`config.mk`:
```
export PLATFORM = sky130hd
export DESIGN_NAME = mdpwm_top
export DESIGN_NICKNAME = d
export VERILOG_FILES = /design/src/logic/mdpwm_pkg.sv /design/src/logic/mdpwm_channel.sv /design/src/logic/mdpwm_top.sv
export SDC_FILE = /design/constraint.sdc
export NUM_CORES = 1
export LEC_CHECK = 0
export BUFFER_PORTS_ARGS = -buffer_cell sky130_fd_sc_hd__clkbuf_2
export CAP_MARGIN = 20
export CORE_UTILIZATION = 50
export CTS_BUF_LIST = sky130_fd_sc_hd__clkbuf_16
export DETAILED_ROUTE_END_ITERATION = 6
export GPL_ROUTABILITY_DRIVEN = 0
export HOLD_SLACK_MARGIN = 0.06
export PLACE_DENSITY = 0.65
export SKIP_LAST_GASP = 1
export SLEW_MARGIN = 20
export SYNTH_ARGS = -nofsm -noshare
export SYNTH_HDL_FRONTEND = slang
export SYNTH_SLANG_ARGS = --single-unit
```
`constraint.sdc`:
```
create_clock -name clk -period 8.55 [get_ports clk]
set_input_delay 1.2825 -clock clk [delete_from_list [all_inputs] [get_ports clk]]
set_output_delay 1.2825 -clock clk [all_outputs]
set_load 0.01 [all_outputs]
```
`src/logic/mdpwm_pkg.sv`:
```
// package for the per-motor pulse-width stage: register map, widths, reset values
package mdpwm_pkg;
  localparam int DATA_W = 8;
  localparam int PULSE_W = 11;
  localparam int NUM_MOTORS = 2;
  // register addresses of the device register map
  localparam logic [7:0] ADDR_PERIOD_A = 8'h00;
  localparam logic [7:0] ADDR_PULSE_HI_A = 8'h01;
  localparam logic [7:0] ADDR_PULSE_LO_A = 8'h02;
  localparam logic [7:0] ADDR_PERIOD_B = 8'h03;
  localparam logic [7:0] ADDR_PULSE_HI_B = 8'h04;
  localparam logic [7:0] ADDR_PULSE_LO_B = 8'h05;
  localparam logic [7:0] ADDR_WIDTH_A = 8'h07;
  localparam logic [7:0] ADDR_WIDTH_B = 8'h08;
  // pulse-count high byte fields
  localparam int PULSE_HI_BITS = 3;
  // reset values
  localparam logic [7:0] WIDTH_RESET = 8'h00;
  localparam logic [7:0] PERIOD_RESET = 8'h00;
  localparam logic [10:0] PULSE_RESET = 11'h000;
  typedef enum logic [1:0] {
    MDPWM_IDLE,
    MDPWM_RUN
  } mdpwm_state_t;
endpackage

```
`src/logic/mdpwm_channel.sv`:
```
// one motor channel: period divider, pulse-width comparator and pulse run counter
`timescale 1ns/1ps
module mdpwm_channel #(
  parameter int DATA_W = 8,
  parameter int PULSE_W = 11
) (
  input wire logic clk,
  input wire logic rst,
  input wire logic powerDownN,
  input wire logic [DATA_W-1:0] periodCount,
  input wire logic [DATA_W-1:0] pulseWidth,
  input wire logic [PULSE_W-1:0] pulseCount,
  input wire logic pulseLoad,
  output logic driveOut,
  output logic running
);

  mdpwm_pkg::mdpwm_state_t state_ff;
  mdpwm_pkg::mdpwm_state_t nxt_state;
  logic [DATA_W-1:0] phase_ff;
  logic [DATA_W-1:0] nxt_phase;
  logic [DATA_W-1:0] activeWidth_ff;
  logic [DATA_W-1:0] nxt_activeWidth;
  logic [PULSE_W-1:0] remain_ff;
  logic [PULSE_W-1:0] nxt_remain;
  logic drive_ff;
  logic nxt_drive;

  ////////////////////////////////////////////////////////////////////////////
  // decode
  wire logic stopNow = pulseLoad && (pulseCount == '0);
  wire logic startNow = pulseLoad && (pulseCount != '0);
  wire logic periodEnd = (phase_ff >= periodCount - 8'h01);
  wire logic lastPulse = periodEnd && (remain_ff == 11'h001);
  // zero width means half period
  wire logic [DATA_W-1:0] halfWidth = DATA_W'(periodCount >> 1);
  wire logic [DATA_W-1:0] effWidth = (pulseWidth == '0) ? halfWidth : pulseWidth;
  // phase 0 of the next period, or the current phase plus one
  wire logic [DATA_W-1:0] phaseNext = periodEnd ? '0 : DATA_W'(phase_ff + 8'h01);

  always_comb begin
    nxt_state = state_ff;
    nxt_phase = phase_ff;
    nxt_activeWidth = activeWidth_ff;
    nxt_remain = remain_ff;
    nxt_drive = 1'b0;
    unique case (state_ff)
      mdpwm_pkg::MDPWM_IDLE: begin
        if (startNow && periodCount != '0) begin
          nxt_state = mdpwm_pkg::MDPWM_RUN;
          nxt_phase = '0;
          nxt_activeWidth = effWidth;
          nxt_remain = pulseCount;
          nxt_drive = 1'b1;
        end
      end
      mdpwm_pkg::MDPWM_RUN: begin
        nxt_phase = phaseNext;
        if (periodEnd) begin
          nxt_activeWidth = effWidth;
          nxt_remain = PULSE_W'(remain_ff - 11'h001);
          nxt_drive = 1'b1;
        end else begin
          nxt_drive = (phaseNext < activeWidth_ff);
        end
        // a count reload on the last boundary keeps the run going
        if (lastPulse && !startNow) begin
          nxt_state = mdpwm_pkg::MDPWM_IDLE;
          nxt_drive = 1'b0;
        end
        if (startNow) begin
          nxt_remain = pulseCount;
        end
      end
    endcase
    if (stopNow || !powerDownN) begin
      nxt_state = mdpwm_pkg::MDPWM_IDLE;
      nxt_drive = 1'b0;
      nxt_phase = '0;
    end
  end

  always_ff @(posedge clk or posedge rst) begin
    if (rst) begin
      state_ff <= mdpwm_pkg::MDPWM_IDLE;
      phase_ff <= '0;
      activeWidth_ff <= '0;
      remain_ff <= '0;
      drive_ff <= 1'b0;
    end else begin
      state_ff <= nxt_state;
      phase_ff <= nxt_phase;
      activeWidth_ff <= nxt_activeWidth;
      remain_ff <= nxt_remain;
      drive_ff <= nxt_drive;
    end
  end

  assign driveOut = drive_ff;
  assign running = (state_ff == mdpwm_pkg::MDPWM_RUN);
endmodule

```
`src/logic/mdpwm_top.sv`:
```
// two-motor pulse-width stage: register file on the internal write port plus two channels
// Behaviour
// - each motor has its own pulse-width value that its channel latches at the start of each period.
// - the two motors' pulse-width settings are fully independent of each other.
// - the pulse-width registers read zero after reset and while power-down is held low.
// - a pulse-width value of zero gives a high time of half the period count, rounded down.
// - a nonzero value below the period count gives a high time of exactly that many clock cycles per period.
// - the duty cycle follows from the pulse-width value and period count, not a fixed scale.
// - the output period is the clock divided by the programmed period count.
// - writing a zero pulse count stops the motor at once and forces its output low.
// - a motor that is off or powered down drives its output low.
`timescale 1ns/1ps
module mdpwm_top #(
  parameter int DATA_W = mdpwm_pkg::DATA_W,
  parameter int PULSE_W = mdpwm_pkg::PULSE_W
) (
  input wire logic clk,
  input wire logic rst,
  input wire logic powerDownN,
  input wire logic regWrite,
  input wire logic regRead,
  input wire logic [7:0] regAddr,
  input wire logic [7:0] regWrData,
  output logic [7:0] regRdData,
  output logic [1:0] driveOut,
  output logic [1:0] running
);

  logic [DATA_W-1:0] width_ff [2];
  logic [DATA_W-1:0] period_ff [2];
  logic [PULSE_W-1:0] pulse_ff [2];
  logic [PULSE_W-1:0] nxt_pulse [2];
  logic [1:0] pulseLoad;
  logic [7:0] rdData_ff;
  logic [7:0] nxt_rdData;

  ////////////////////////////////////////////////////////////////////////////
  // address decode
  // strobe is an argument so the decode wires follow it, not only the address
  function automatic logic hit(input logic we, input logic [7:0] a, input logic [7:0] ref_addr);
    hit = we && (a == ref_addr);
  endfunction

  wire logic [1:0] wrWidth = {hit(regWrite, regAddr, mdpwm_pkg::ADDR_WIDTH_B),
                              hit(regWrite, regAddr, mdpwm_pkg::ADDR_WIDTH_A)};
  wire logic [1:0] wrPeriod = {hit(regWrite, regAddr, mdpwm_pkg::ADDR_PERIOD_B),
                               hit(regWrite, regAddr, mdpwm_pkg::ADDR_PERIOD_A)};
  wire logic [1:0] wrPulseHi = {hit(regWrite, regAddr, mdpwm_pkg::ADDR_PULSE_HI_B),
                                hit(regWrite, regAddr, mdpwm_pkg::ADDR_PULSE_HI_A)};
  wire logic [1:0] wrPulseLo = {hit(regWrite, regAddr, mdpwm_pkg::ADDR_PULSE_LO_B),
                                hit(regWrite, regAddr, mdpwm_pkg::ADDR_PULSE_LO_A)};

  // the low byte write launches the run, so high then low is the write order
  always_comb begin
    for (int m = 0; m < 2; m++) begin
      nxt_pulse[m] = pulse_ff[m];
      if (wrPulseHi[m]) begin
        nxt_pulse[m][PULSE_W-1:8] = regWrData[mdpwm_pkg::PULSE_HI_BITS-1:0];
      end
      if (wrPulseLo[m]) begin
        nxt_pulse[m][7:0] = regWrData;
      end
    end
  end
  assign pulseLoad = wrPulseLo;

  ////////////////////////////////////////////////////////////////////////////
  // register file
  always_ff @(posedge clk or posedge rst) begin
    if (rst) begin
      for (int m = 0; m < 2; m++) begin
        width_ff[m] <= mdpwm_pkg::WIDTH_RESET;
        period_ff[m] <= mdpwm_pkg::PERIOD_RESET;
        pulse_ff[m] <= mdpwm_pkg::PULSE_RESET;
      end
    end else if (!powerDownN) begin
      for (int m = 0; m < 2; m++) begin
        width_ff[m] <= mdpwm_pkg::WIDTH_RESET;
        period_ff[m] <= mdpwm_pkg::PERIOD_RESET;
        pulse_ff[m] <= mdpwm_pkg::PULSE_RESET;
      end
    end else begin
      for (int m = 0; m < 2; m++) begin
        if (wrWidth[m]) begin
          width_ff[m] <= regWrData;
        end
        if (wrPeriod[m]) begin
          period_ff[m] <= regWrData;
        end
        pulse_ff[m] <= nxt_pulse[m];
      end
    end
  end

  ////////////////////////////////////////////////////////////////////////////
  // readback
  always_comb begin
    nxt_rdData = rdData_ff;
    if (regRead) begin
      unique case (regAddr)
        mdpwm_pkg::ADDR_WIDTH_A: nxt_rdData = width_ff[0];
        mdpwm_pkg::ADDR_WIDTH_B: nxt_rdData = width_ff[1];
        mdpwm_pkg::ADDR_PERIOD_A: nxt_rdData = period_ff[0];
        mdpwm_pkg::ADDR_PERIOD_B: nxt_rdData = period_ff[1];
        mdpwm_pkg::ADDR_PULSE_LO_A: nxt_rdData = pulse_ff[0][7:0];
        mdpwm_pkg::ADDR_PULSE_LO_B: nxt_rdData = pulse_ff[1][7:0];
        mdpwm_pkg::ADDR_PULSE_HI_A: nxt_rdData = {5'h00, pulse_ff[0][PULSE_W-1:8]};
        mdpwm_pkg::ADDR_PULSE_HI_B: nxt_rdData = {5'h00, pulse_ff[1][PULSE_W-1:8]};
        default: nxt_rdData = 8'h00;
      endcase
    end
  end

  always_ff @(posedge clk or posedge rst) begin
    if (rst) begin
      rdData_ff <= 8'h00;
    end else begin
      rdData_ff <= nxt_rdData;
    end
  end
  assign regRdData = rdData_ff;

  ////////////////////////////////////////////////////////////////////////////
  // channels
  for (genvar g = 0; g < 2; g++) begin : gen_ch
    mdpwm_channel #(
      .DATA_W(DATA_W),
      .PULSE_W(PULSE_W)
    ) u_ch (
      .clk(clk),
      .rst(rst),
      .powerDownN(powerDownN),
      .periodCount(period_ff[g]),
      .pulseWidth(width_ff[g]),
      .pulseCount(nxt_pulse[g]),
      .pulseLoad(pulseLoad[g]),
      .driveOut(driveOut[g]),
      .running(running[g])
    );
  end
endmodule

```
==> flow_metrics.py, run 1 <==
metrics = {
    "synth": {
        "synthSimpleGateAreaFrac": 0.206,
        "yosysMostFrequentCell": "dfrtp_1",
        "synth_area_mm2": 0.00751,
        "ys_ff_latch": 120,
        "yosysTopAreaCell": "dfrtp_1",
        "synth_mux_area_frac": 0.0725,
        "synth_xor_area_frac": 0.0280,
        "synth_cell_type_count": 77,
        "synthAdderAreaFrac": 0.0666,
        "synthFlopType": "dfrtp_1",
        "synthTopCellsByCount": "dfrtp_1, nor2_1, nand2_1",
        "synth_area_per_cell_um2": 9.13,
        "synth-edff-count": 0,
        "synthTopCellsByArea": "dfrtp_1, ha_1, mux2i_1",
        "ys_warn_count": 0,
        "synth_cells": 823,
        "syn-num-nets": 884,
        "synth_top_family_by_area": "simple AND/OR/NAND/NOR gates",
        "synth_top_area_frac": 0.400,
        "async_flop_share": 1.00,
        "synth_compound_area_frac": 0.178,
        "yosysSeqAreaShare": 0.400,
    },
    "worst_setup_path": {
        "critical-path-max-stage-delay_ns": 0.71,
        "criticalPathCategory": "register to register",
        "cp.arrival_ns": 4.48,
        "cp-end-kind": "register",
        "crit_path_frequent_cell": "ha_1",
        "startpoint": "period_ff[2]",
        "worstPathCellList": "or4_4 > nor4_1 > xnor2_1 > ha_1 > nand2_1 > o41ai_2 > nor2_1 > ha_1 > nand4_1 > or3_1 > a311oi_1 > a211oi_1",
        "cp-start-kind": "register",
        "r2r_start": "period_ff[2]",
        "slowest_stage": "o41ai_2",
        "crit_path_max_fanout": 9,
        "worstPathRequired_ns": 8.82,
    },
    "final_layout": {
        "area_growth_pct": 10.7,
        "fill_cells": 1266,
        "final_area_mm2": 0.00832,
        "drive_gt1_frac": 0.103,
        "layout.nets": 897,
        "final_cells": 1033,
    },
    "timing": {
        "worst_slew_pin_slew_ns": 0.965,
        "rsz0062_at_grt": "no",
        "worst_slew_margin_rel": 0.355,
        "drv_slew": 0,
        "fin_ws_ns": 4.34,
        "tns_ns": 0,
        "final_hold_viol_count": 0,
        "fin_worst_skew_ns": 0.00818,
        "setup_viol_count_final": 0,
        "period_needed_ns": 4.21,
        "min_period_over_period": 0.492,
        "fmax_ghz": 0.238,
    },
    "placement": {
        "io_buffers": 32,
        "dp_hpwl_um": 14000,
        "dp.cells": 1001,
        "pre_cts_ws_ns": 4.14,
        "place_area_mm2": 0.00773,
    },
    "clocking": {
        "clkTransAtPathRegs_ns": 0.06,
        "cts_made_buffers": 17,
        "clock_latency_ns": 0.43,
        "holdBufCountCts": 0,
        "cts_max_path_buffers": 2,
        "tritoncts": "yes",
        "cts_sinks": 120,
        "cts_resized": 0,
        "cts_setup_buffers": 0,
        "htreeDepth": 4,
        "cts_root_buffer": "clkbuf_16",
    },
    "die": {
        "rows": 44,
        "io_pins": 33,
        "die_area_mm2": 0.0155,
        "coreArea_mm2": 0.0146,
        "die_w_um": 125,
        "initial_core_util": 0.515,
        "die_h_um": 125,
    },
    "routing": {
        "drc": 0,
        "ant_nets": 0,
        "routed_wl_um": 19400,
        "wl_per_cell_um": 18.7,
        "first_pass_iters": 5,
        "drt_first_iter_violations": 576,
        "vias_per_cell": 6.14,
        "via_count": 6340,
    },
    "grt": {
        "grt_start_max_net_pins": 80,
        "grt_pass1_vias": 6063,
        "grt_pass1_wl_um": 32000,
        "grt.total_usage": 0.261,
        "overflow": 0,
        "antenna_found_initial": 1,
    },
    "worst_hold_path": {
        "min_path_type": "register to register",
        "worstHoldStart": "gen_ch[0].u_ch.remain_ff[9]",
    },
    "power_and_ir_drop": {
        "vdd_drop_max_mv": 0.128,
        "leakagePower_nw": 3.88,
        "power_density_mw_per_mm2": 159,
    },
    "job": {
        "drv_cap": 0,
    },
    "outcome": {
        "outcome": "finished clean",
    },
}
-- final cells by class --
class | count | area, um^2 | share of cell area
Antenna cell | 1 | 2.50 | 0.000301
Clock buffer | 17 | 425 | 0.0512
Clock inverter | 14 | 139 | 0.0167
Inverter | 41 | 156 | 0.0188
Multi-Input combinational cell | 619 | 4160 | 0.500
Sequential cell | 120 | 3000 | 0.361
Tap cell | 184 | 230 | 0.0277
Timing Repair Buffer | 37 | 201 | 0.0242
-- logic make-up (layout without fill, tap and decap cells) --
logic type	count (synthesis)	after routing
AOI/OAI and AO/OA	201	201
xor gates and xnor gates	24	24
adders and majority gates	40	40
buffers and inverters	84	109
DFF	120	120
muxes	52	52
other	0	1
and+or+nand+nor	302	302
-- power breakdown --
part	total, mW	switching (mW)	internal, mW
registers	0.570	0.000564	0.569
logic	0.0502	0.0372	0.0130
clock network	0.704	0.258	0.446
total	1.32	0.295	1.03
-- metrics by stage --
| stage | util | total power, mW | hold WS, ns |
|---|---|---|---|
| 2_1_floorplan | - | 0.610 | 0.466 |
| 3_3_place_gp | 0.530 | 0.628 | 0.479 |
| 3_5_place_dp | 0.530 | 0.629 | 0.499 |
| 4_1_cts | 0.569 | 1.33 | 0.510 |
| 5_1_grt | 0.570 | 1.36 | 0.551 |
| 6_report | 0.570 | 1.32 | 0.507 |
-- cells in the final DEF, fill, tap and decap left out, types with 5 or more instances in the layout --
| master | count |
|---|---|
| clkinv_1 | 5 |
| nand3_1 | 20 |
| and2_1 | 12 |
| o22ai_1 | 9 |
| clkbuf_2 | 32 |
| nor3_1 | 16 |
| a211oi_1 | 8 |
| nand2b_1 | 6 |
| xor2_1 | 9 |
| o21a_1 | 6 |
| o22a_1 | 5 |
| nand2_1 | 61 |
| clkinv_2 | 6 |
| dfrtp_1 | 120 |
| a21oi_1 | 56 |
| a31oi_1 | 9 |
| ha_1 | 40 |
| nand4_1 | 6 |
| mux2_2 | 5 |
| nor4_1 | 10 |
| inv_1 | 39 |
| a22oi_1 | 25 |
| clkbuf_16 | 17 |
| mux2i_1 | 45 |
| a21boi_0 | 9 |
| and3_1 | 11 |
| xnor2_1 | 15 |
| o21ai_0 | 30 |
| nor2_1 | 82 |
| nor2b_1 | 53 |
-- critical path, delay by kind of cell (launching register included) --
| family | cells | cell delay (ns) |
|---|---|---|
| and+or+nand+nor | 6 | 1.59 |
| adders and majority gates | 2 | 0.65 |
| xor gates and xnor gates | 1 | 0.13 |
| AOI/OAI and AO/OA | 3 | 1.22 |
| DFF | 1 | 0.48 |
-- flip-flops by register name (all words and copies together), names as in the netlist --
register / cells
width_ff: 16
regRdData: 8
gen_ch.u_ch.remain_ff: 22
period_ff: 16
pulse_ff: 22
gen_ch.u_ch.state_ff: 2
gen_ch.u_ch.driveOut: 2
gen_ch.u_ch.activeWidth_ff: 16
gen_ch.u_ch.phase_ff: 16
-- layer usage --
layer	up-vias	share of wire	track usage
met3	37	0.079	0.0726
met5	-	0	0
met2	250	0.44	0.383
met1	3075	0.46	0.365
met4	0	0.020	0.0992
li1	2978	-	-
-- path summary, 6_finish.rpt --
check / end / slack, ns / cells past startpoint
worst max-delay path: gen_ch[1].u_ch.driveOut / 4.34 / 12
worst min-delay path: gen_ch[0].u_ch.remain_ff[9] / 0.51 / 2
worst max register to register: gen_ch[1].u_ch.driveOut / 4.34 / 12
worst min register to register: gen_ch[0].u_ch.remain_ff[9] / 0.51 / 2
max in group asynchronous: width_ff[5] / 6.54 / 3
min in group asynchronous: gen_ch[0].u_ch.remain_ff[9] / 0.89 / 2
Note: power is estimated with default switching activity, not from simulation.
==> run 2, diff against run 1 <==
Settings changed: PLACE_DENSITY 0.65 to 0.67.
Clock period 8.55 ns to 3.6 ns, I/O delays scaled along.
==> run 2 against run 1 <==
  * First-iteration DRC count grew 29%
  * Count of clock-buffer cells in the layout is the same
  * Utilization grew 1.2 points
==> flow_metrics.py, run 2 (synthesis gave the netlist of run 1 again) <==
metrics = {
    "final_layout": {
        "drive_gt1_frac": 0.129,
        "num_antenna_cells": 0,
        "top_regs": "gen_ch.u_ch.remain_ff: 22 flops, pulse_ff: 22 flops",
        "final_cells": 1053,
        "area_growth_pct": 13.1,
        "final_area_mm2": 0.00849,
        "seq_area_mm2": 0.00300,
        "mostFrequentLayoutCell": "dfrtp_1",
        "multi_input_area_mm2": 0.00418,
        "fill_cells": 1273,
        "layout.nets": 917,
        "layout_common_cells": "dfrtp_1, nor2_1, nand2_1, a21oi_1, nor2b_1",
    },
    "worst_setup_path": {
        "critPathBufInv": 1,
        "worstPathRequired_ns": 3.86,
        "startpoint": "period_ff[2]",
        "critical-path-max-stage-delay_ns": 0.55,
        "r2r_start": "period_ff[2]",
        "worstPathCellList": "or4_4 > nor4_2 > xnor2_1 > ha_1 > nand2_1 > o41ai_4 > buf_4 > nor2_1 > ha_1 > nand4_1 > or3_1 > a311oi_2 > a211oi_2",
        "path_delay_family": "simple AND/OR/NAND/NOR gates",
        "cp-start-kind": "register",
        "criticalPathCategory": "register to register",
        "crit_path_frequent_cell": "ha_1",
        "cp.arrival_ns": 3.84,
        "cp-end-kind": "register",
        "slowest_stage": "or4_4",
        "crit_path_max_fanout": 7,
    },
    "routing": {
        "vias_per_cell": 6.11,
        "ant_nets": 0,
        "wl_per_cell_um": 18.8,
        "via_count": 6430,
        "drc": 0,
        "routed_wl_um": 19800,
        "first_pass_iters": 5,
        "drt_first_iter_violations": 745,
    },
    "placement": {
        "dp_hpwl_um": 14200,
        "pre_cts_ws_ns": -0.0455,
        "dp.cells": 1020,
        "place_area_mm2": 0.00790,
        "io_buffers": 32,
    },
    "grt": {
        "grt.total_usage": 0.264,
        "grt_start_max_net_pins": 121,
        "grt_pass1_vias": 6213,
        "antenna_found_initial": 0,
        "grt_pass1_wl_um": 32300,
        "overflow": 0,
    },
    "clocking": {
        "htreeDepth": 4,
        "cts_made_buffers": 17,
        "holdBufCountCts": 0,
        "tritoncts": "yes",
        "cts_sinks": 120,
        "clock_latency_ns": 0.42,
        "cts_root_buffer": "clkbuf_16",
        "cts_max_path_buffers": 2,
        "clkTransAtPathRegs_ns": 0.05,
    },
    "power_and_ir_drop": {
        "power_density_mw_per_mm2": 365,
        "vdd_drop_max_mv": 0.332,
        "leakagePower_nw": 4.00,
    },
    "timing": {
        "rsz0062_at_grt": "yes",
        "tns_ns": 0,
        "fin_ws_ns": 0.0198,
        "fin_worst_skew_ns": 0.0103,
        "setup_viol_count_final": 0,
        "drv_slew": 0,
        "fmax_ghz": 0.279,
        "final_hold_viol_count": 0,
        "worst_slew_margin_rel": 0.340,
        "period_needed_ns": 3.58,
        "worst_slew_pin_slew_ns": 0.986,
        "min_period_over_period": 0.995,
        "whs_ns": 0.294,
    },
    "die": {
        "die_area_mm2": 0.0155,
        "die_w_um": 125,
        "io_pins": 33,
        "coreArea_mm2": 0.0146,
        "rows": 44,
        "initial_core_util": 0.515,
        "die_h_um": 125,
    },
    "job": {
        "drv_cap": 0,
    },
    "outcome": {
        "outcome": "finished clean",
    },
    "worst_hold_path": {
        "min_path_type": "primary input to asynchronous set/reset pin",
    },
}
## run 2: changes by cell type in the layout (fill, tap and decap cells not counted), sizes merged
| cell | change |
|---|---|
| diode | -1 |
| buf | +20 |
| clkinv | -4 |
| clkinvlp | +5 |
| inv | +1 |
| bufinv | -1 |
## run 2: worst reg2reg max path, delay by kind of cell (launching register included)
family          cells  cell delay, ns
compound gates      3            0.70
xor+xnor            1            0.11
fa+ha+maj           2            0.62
buf+inv             1            0.21
flops               1            0.37
simple gates        6            1.42
## run 2: power by group
part / total (mW) / internal (mW) / switching [mW]
registers: 1.35 / 1.35 / 0.00124
clock network: 1.63 / 1.00 / 0.626
logic: 0.123 / 0.0334 / 0.0896
## run 2: per-layer routing
metal / up-vias / global-route usage / wire (um)
li1: 3025 / - / -
met1: 3134 / 0.388 / 9200
met2: 246 / 0.384 / 8730
met3: 25 / 0.0683 / 1650
met4: 0 / 0.0673 / 239
met5: - / 0 / 0
## run 2: area by class of cell
class | instances | area share
Multi-Input combinational cell | 619 | 0.492
Sequential cell | 120 | 0.354
Clock buffer | 17 | 0.0501
Timing Repair Buffer | 57 | 0.0424
Tap cell | 184 | 0.0271
Inverter | 41 | 0.0186
Clock inverter | 15 | 0.0161
## run 2: final timing paths
| path | end | slack [ns] | cells after the start |
|---|---|---|---|
| worst max-delay path | gen_ch[1].u_ch.driveOut | 0.02 | 13 |
| worst min-delay path | gen_ch[0].u_ch.remain_ff[9] | 0.29 | 3 |
| worst max register to register | gen_ch[1].u_ch.driveOut | 0.02 | 13 |
| worst min register to register | gen_ch[0].u_ch.remain_ff[9] | 0.51 | 2 |
| max in group asynchronous | width_ff[2] | 2.80 | 3 |
| min in group clk | regRdData[5] | 0.45 | 2 |
## run 2: repair_timing
item,CTS,global route
endpoints found under the setup margin,1,2
setup buffers,0,1
resized for setup,1,4
## run 2: through the flow
step / utilization / total power, mW
global placement: 0.542 / 1.50
floorplan: - / 1.45
CTS: 0.580 / 3.12
detailed placement: 0.542 / 1.50
global route: 0.582 / 3.19
finish: 0.582 / 3.10
==> run 3, diff against run 2 <==
Settings changed: ABC_AREA from default to 1, MAX_ROUTING_LAYER from default to met4.
==> run 3 against run 2 <==
  * First-iteration DRC count decreased by 9.9%
  * Count of clock-buffer cells in the layout did not move
  * Flip-flop and latch count unchanged
  * Synthesized cell count up 30%
  * Global-route usage rose by 0.079 points
  * Register-to-register slack better by 0.44 ns
  * Combinational power increased to 2.8 times the previous value
  * Non-clock buffer count shrank 21
  * Cell area rose by 0.65%
  * Synthesized area grew 4.0%
  * Cell count up 23%
  * Power up 3.1%
  * Critical path type unchanged
  * Largest cell class unchanged
  * Largest power group is now registers
==> flow_metrics.py, run 3 <==
metrics = {
    "routing": {
        "wl_per_cell_um": 14.8,
        "vias_per_cell": 5.28,
        "routed_wl_um": 19200,
        "first_pass_iters": 5,
        "ant_nets": 0,
        "drt_first_iter_violations": 671,
        "drc": 0,
        "via_count": 6864,
    },
    "clocking": {
        "cts_resized": 0,
        "clkTransAtPathRegs_ns": 0.05,
        "htreeDepth": 4,
        "tritoncts": "yes",
        "cts_max_path_buffers": 2,
        "holdBufCountCts": 0,
        "cts_setup_buffers": 0,
        "cts_made_buffers": 17,
        "clock_latency_ns": 0.41,
        "cts_sinks": 120,
        "cts_root_buffer": "clkbuf_16",
    },
    "worst_setup_path": {
        "crit_path_max_fanout": 6,
        "criticalPathCategory": "register to register",
        "worstPathRequired_ns": 3.95,
        "cp-start-kind": "register",
        "cp-end-kind": "register",
        "cp.arrival_ns": 3.49,
    },
    "synth": {
        "syn-num-nets": 1135,
        "synth_area_mm2": 0.00781,
        "ys_warn_count": 0,
        "synthTopCellsByArea": "dfrtp_1, nand2_1, inv_1",
        "yosysTopAreaCell": "dfrtp_1",
        "async_flop_share": 1.00,
        "synth_cell_type_count": 42,
        "synth_area_per_cell_um2": 7.27,
        "synth_top_area_frac": 0.384,
        "synthFlopType": "dfrtp_1",
        "yosysSeqAreaShare": 0.384,
        "synth_cells": 1074,
        "synthTopCellsByCount": "nand2_1, inv_1, dfrtp_1",
        "ys_ff_latch": 120,
        "yosysMostFrequentCell": "nand2_1",
        "synth-edff-count": 0,
    },
    "die": {
        "coreArea_mm2": 0.0152,
        "initial_core_util": 0.514,
        "die_w_um": 127,
        "rows": 45,
        "die_area_mm2": 0.0161,
        "io_pins": 33,
        "die_h_um": 127,
    },
    "timing": {
        "tns_ns": 0,
        "fmax_ghz": 0.318,
        "worst_slew_margin_rel": 0.444,
        "worst_slew_pin_slew_ns": 0.835,
        "final_hold_viol_count": 0,
        "min_period_over_period": 0.873,
        "period_needed_ns": 3.14,
        "fin_worst_skew_ns": 0.00692,
        "rsz0062_at_grt": "no",
        "drv_slew": 0,
        "setup_viol_count_final": 0,
    },
    "power_and_ir_drop": {
        "power_density_mw_per_mm2": 374,
        "switching_share": 0.266,
        "leakagePower_nw": 4.55,
        "p_seq_frac": 0.452,
        "switching_power_mw": 0.851,
        "power.internal_mw": 2.35,
        "combPwrFrac": 0.107,
        "vdd_drop_max_mv": 0.282,
        "power_frac_clock": 0.442,
    },
    "placement": {
        "place_area_mm2": 0.00807,
        "dp_hpwl_um": 14100,
        "io_buffers": 32,
    },
    "grt": {
        "grt_pass1_wl_um": 32100,
        "grt.total_usage": 0.265,
        "grt_pass1_vias": 6410,
        "overflow": 0,
        "antenna_found_initial": 0,
        "grt_start_max_net_pins": 107,
    },
    "job": {
        "drv_cap": 0,
    },
    "final_layout": {
        "mostFrequentLayoutCell": "nand2_1",
        "final_area_mm2": 0.00855,
        "area_growth_pct": 9.43,
        "drive_gt1_frac": 0.104,
        "top_regs": "gen_ch.u_ch.remain_ff: 22 flops, pulse_ff: 22 flops",
        "layout_common_cells": "nand2_1, inv_1, dfrtp_1, nor2_1, nand3_1",
        "layout.nets": 1161,
        "num_antenna_cells": 0,
    },
    "worst_hold_path": {
        "min_path_type": "primary input to asynchronous set/reset pin",
    },
    "outcome": {
        "outcome": "finished clean",
    },
}
-- run 3: cell count changes in the layout (fill, tap and decap cells not counted), moves of 25 or more --
cell,previous run,this run
nor2b_1,53,0
a22oi_1,25,0
mux2i_1,45,1
o21ai_0,31,61
a21oi_1,55,30
nand2_1,61,341
inv_1,40,148
nand3_1,20,72
-- run 3: metal layers --
metal,global-route usage,vias to the layer above,share of wire
met1,0.364,3192,0.47
met4,0.0805,0,0.014
met5,-,-,0
met2,0.404,184,0.46
met3,0.0415,24,0.055
li1,-,3464,-
-- run 3: cell type report --
class                   instances  area [um^2]
clock buffers                  17          425
clock inverters                13         53.8
fillers                      1424         6650
inverters                     150          567
multi-input cells             775         4060
flip-flops and latches        120         3000
well taps                     188          235
repair buffers                 36          203
-- run 3: stage by stage --
stage,util,worst slack [ns],hold WS (ns),power [mW],instances
2_1_floorplan,-,0.823,0.449,1.70,1074
3_3_place_gp,0.531,0.660,0.465,1.80,1269
3_5_place_dp,0.531,0.492,0.469,1.81,1269
4_1_cts,0.562,0.492,0.106,3.22,1299
5_1_grt,0.562,0.140,0.121,3.34,1299
6_report,0.562,0.456,0.105,3.20,1299
-- run 3: cell families after synthesis --
kind of cell    after synthesis  synth area share
flops                       120             0.384
xor+xnor                     33            0.0370
compound gates              133            0.0974
simple gates                568             0.320
mux                           1           0.00128
buf+inv                     179            0.0956
fa+ha+maj                    40            0.0641
-- run 3: power by group through the flow --
stage                     Combinational, mW  Sequential [mW]  Clock, mW
after floorplan                       0.253             1.45          0
final                                 0.341             1.45       1.41
after global routing                  0.396             1.45       1.49
after detailed placement              0.341             1.47          0
after CTS                             0.344             1.44       1.44
after global placement                0.337             1.46          0
-- run 3: worst max-delay path, stage by stage (launching register included) --
cell,delay (ns)
dfrtp_1,0.44
nor2_1,0.16
nand4_1,0.14
nor3_1,0.20
xor2_1,0.19
ha_1,0.26
nand2_1,0.09
nor2_1,0.05
nor3_1,0.18
nand2_1,0.19
nor3b_1,0.30
ha_1,0.30
a21oi_1,0.15
nor2_1,0.06
a211oi_1,0.18
a21oi_1,0.10
nor2_1,0.08
-- run 3: worst paths after layout --
| check | startpoint | depth (start not counted) | end | slack [ns] |
|---|---|---|---|---|
| max | period_ff[2] | 16 | gen_ch[1].u_ch.driveOut | 0.46 |
| min | rst | 2 | gen_ch[1].u_ch.phase_ff[4] | 0.11 |
| max reg2reg | period_ff[2] | 16 | gen_ch[1].u_ch.driveOut | 0.46 |
| min reg2reg | gen_ch[1].u_ch.activeWidth_ff[7] | 2 | gen_ch[1].u_ch.activeWidth_ff[7] | 0.48 |
| max in group asynchronous | rst | 3 | gen_ch[0].u_ch.activeWidth_ff[0] | 2.60 |
| min in group clk | gen_ch[1].u_ch.activeWidth_ff[7] | 2 | gen_ch[1].u_ch.activeWidth_ff[7] | 0.48 |
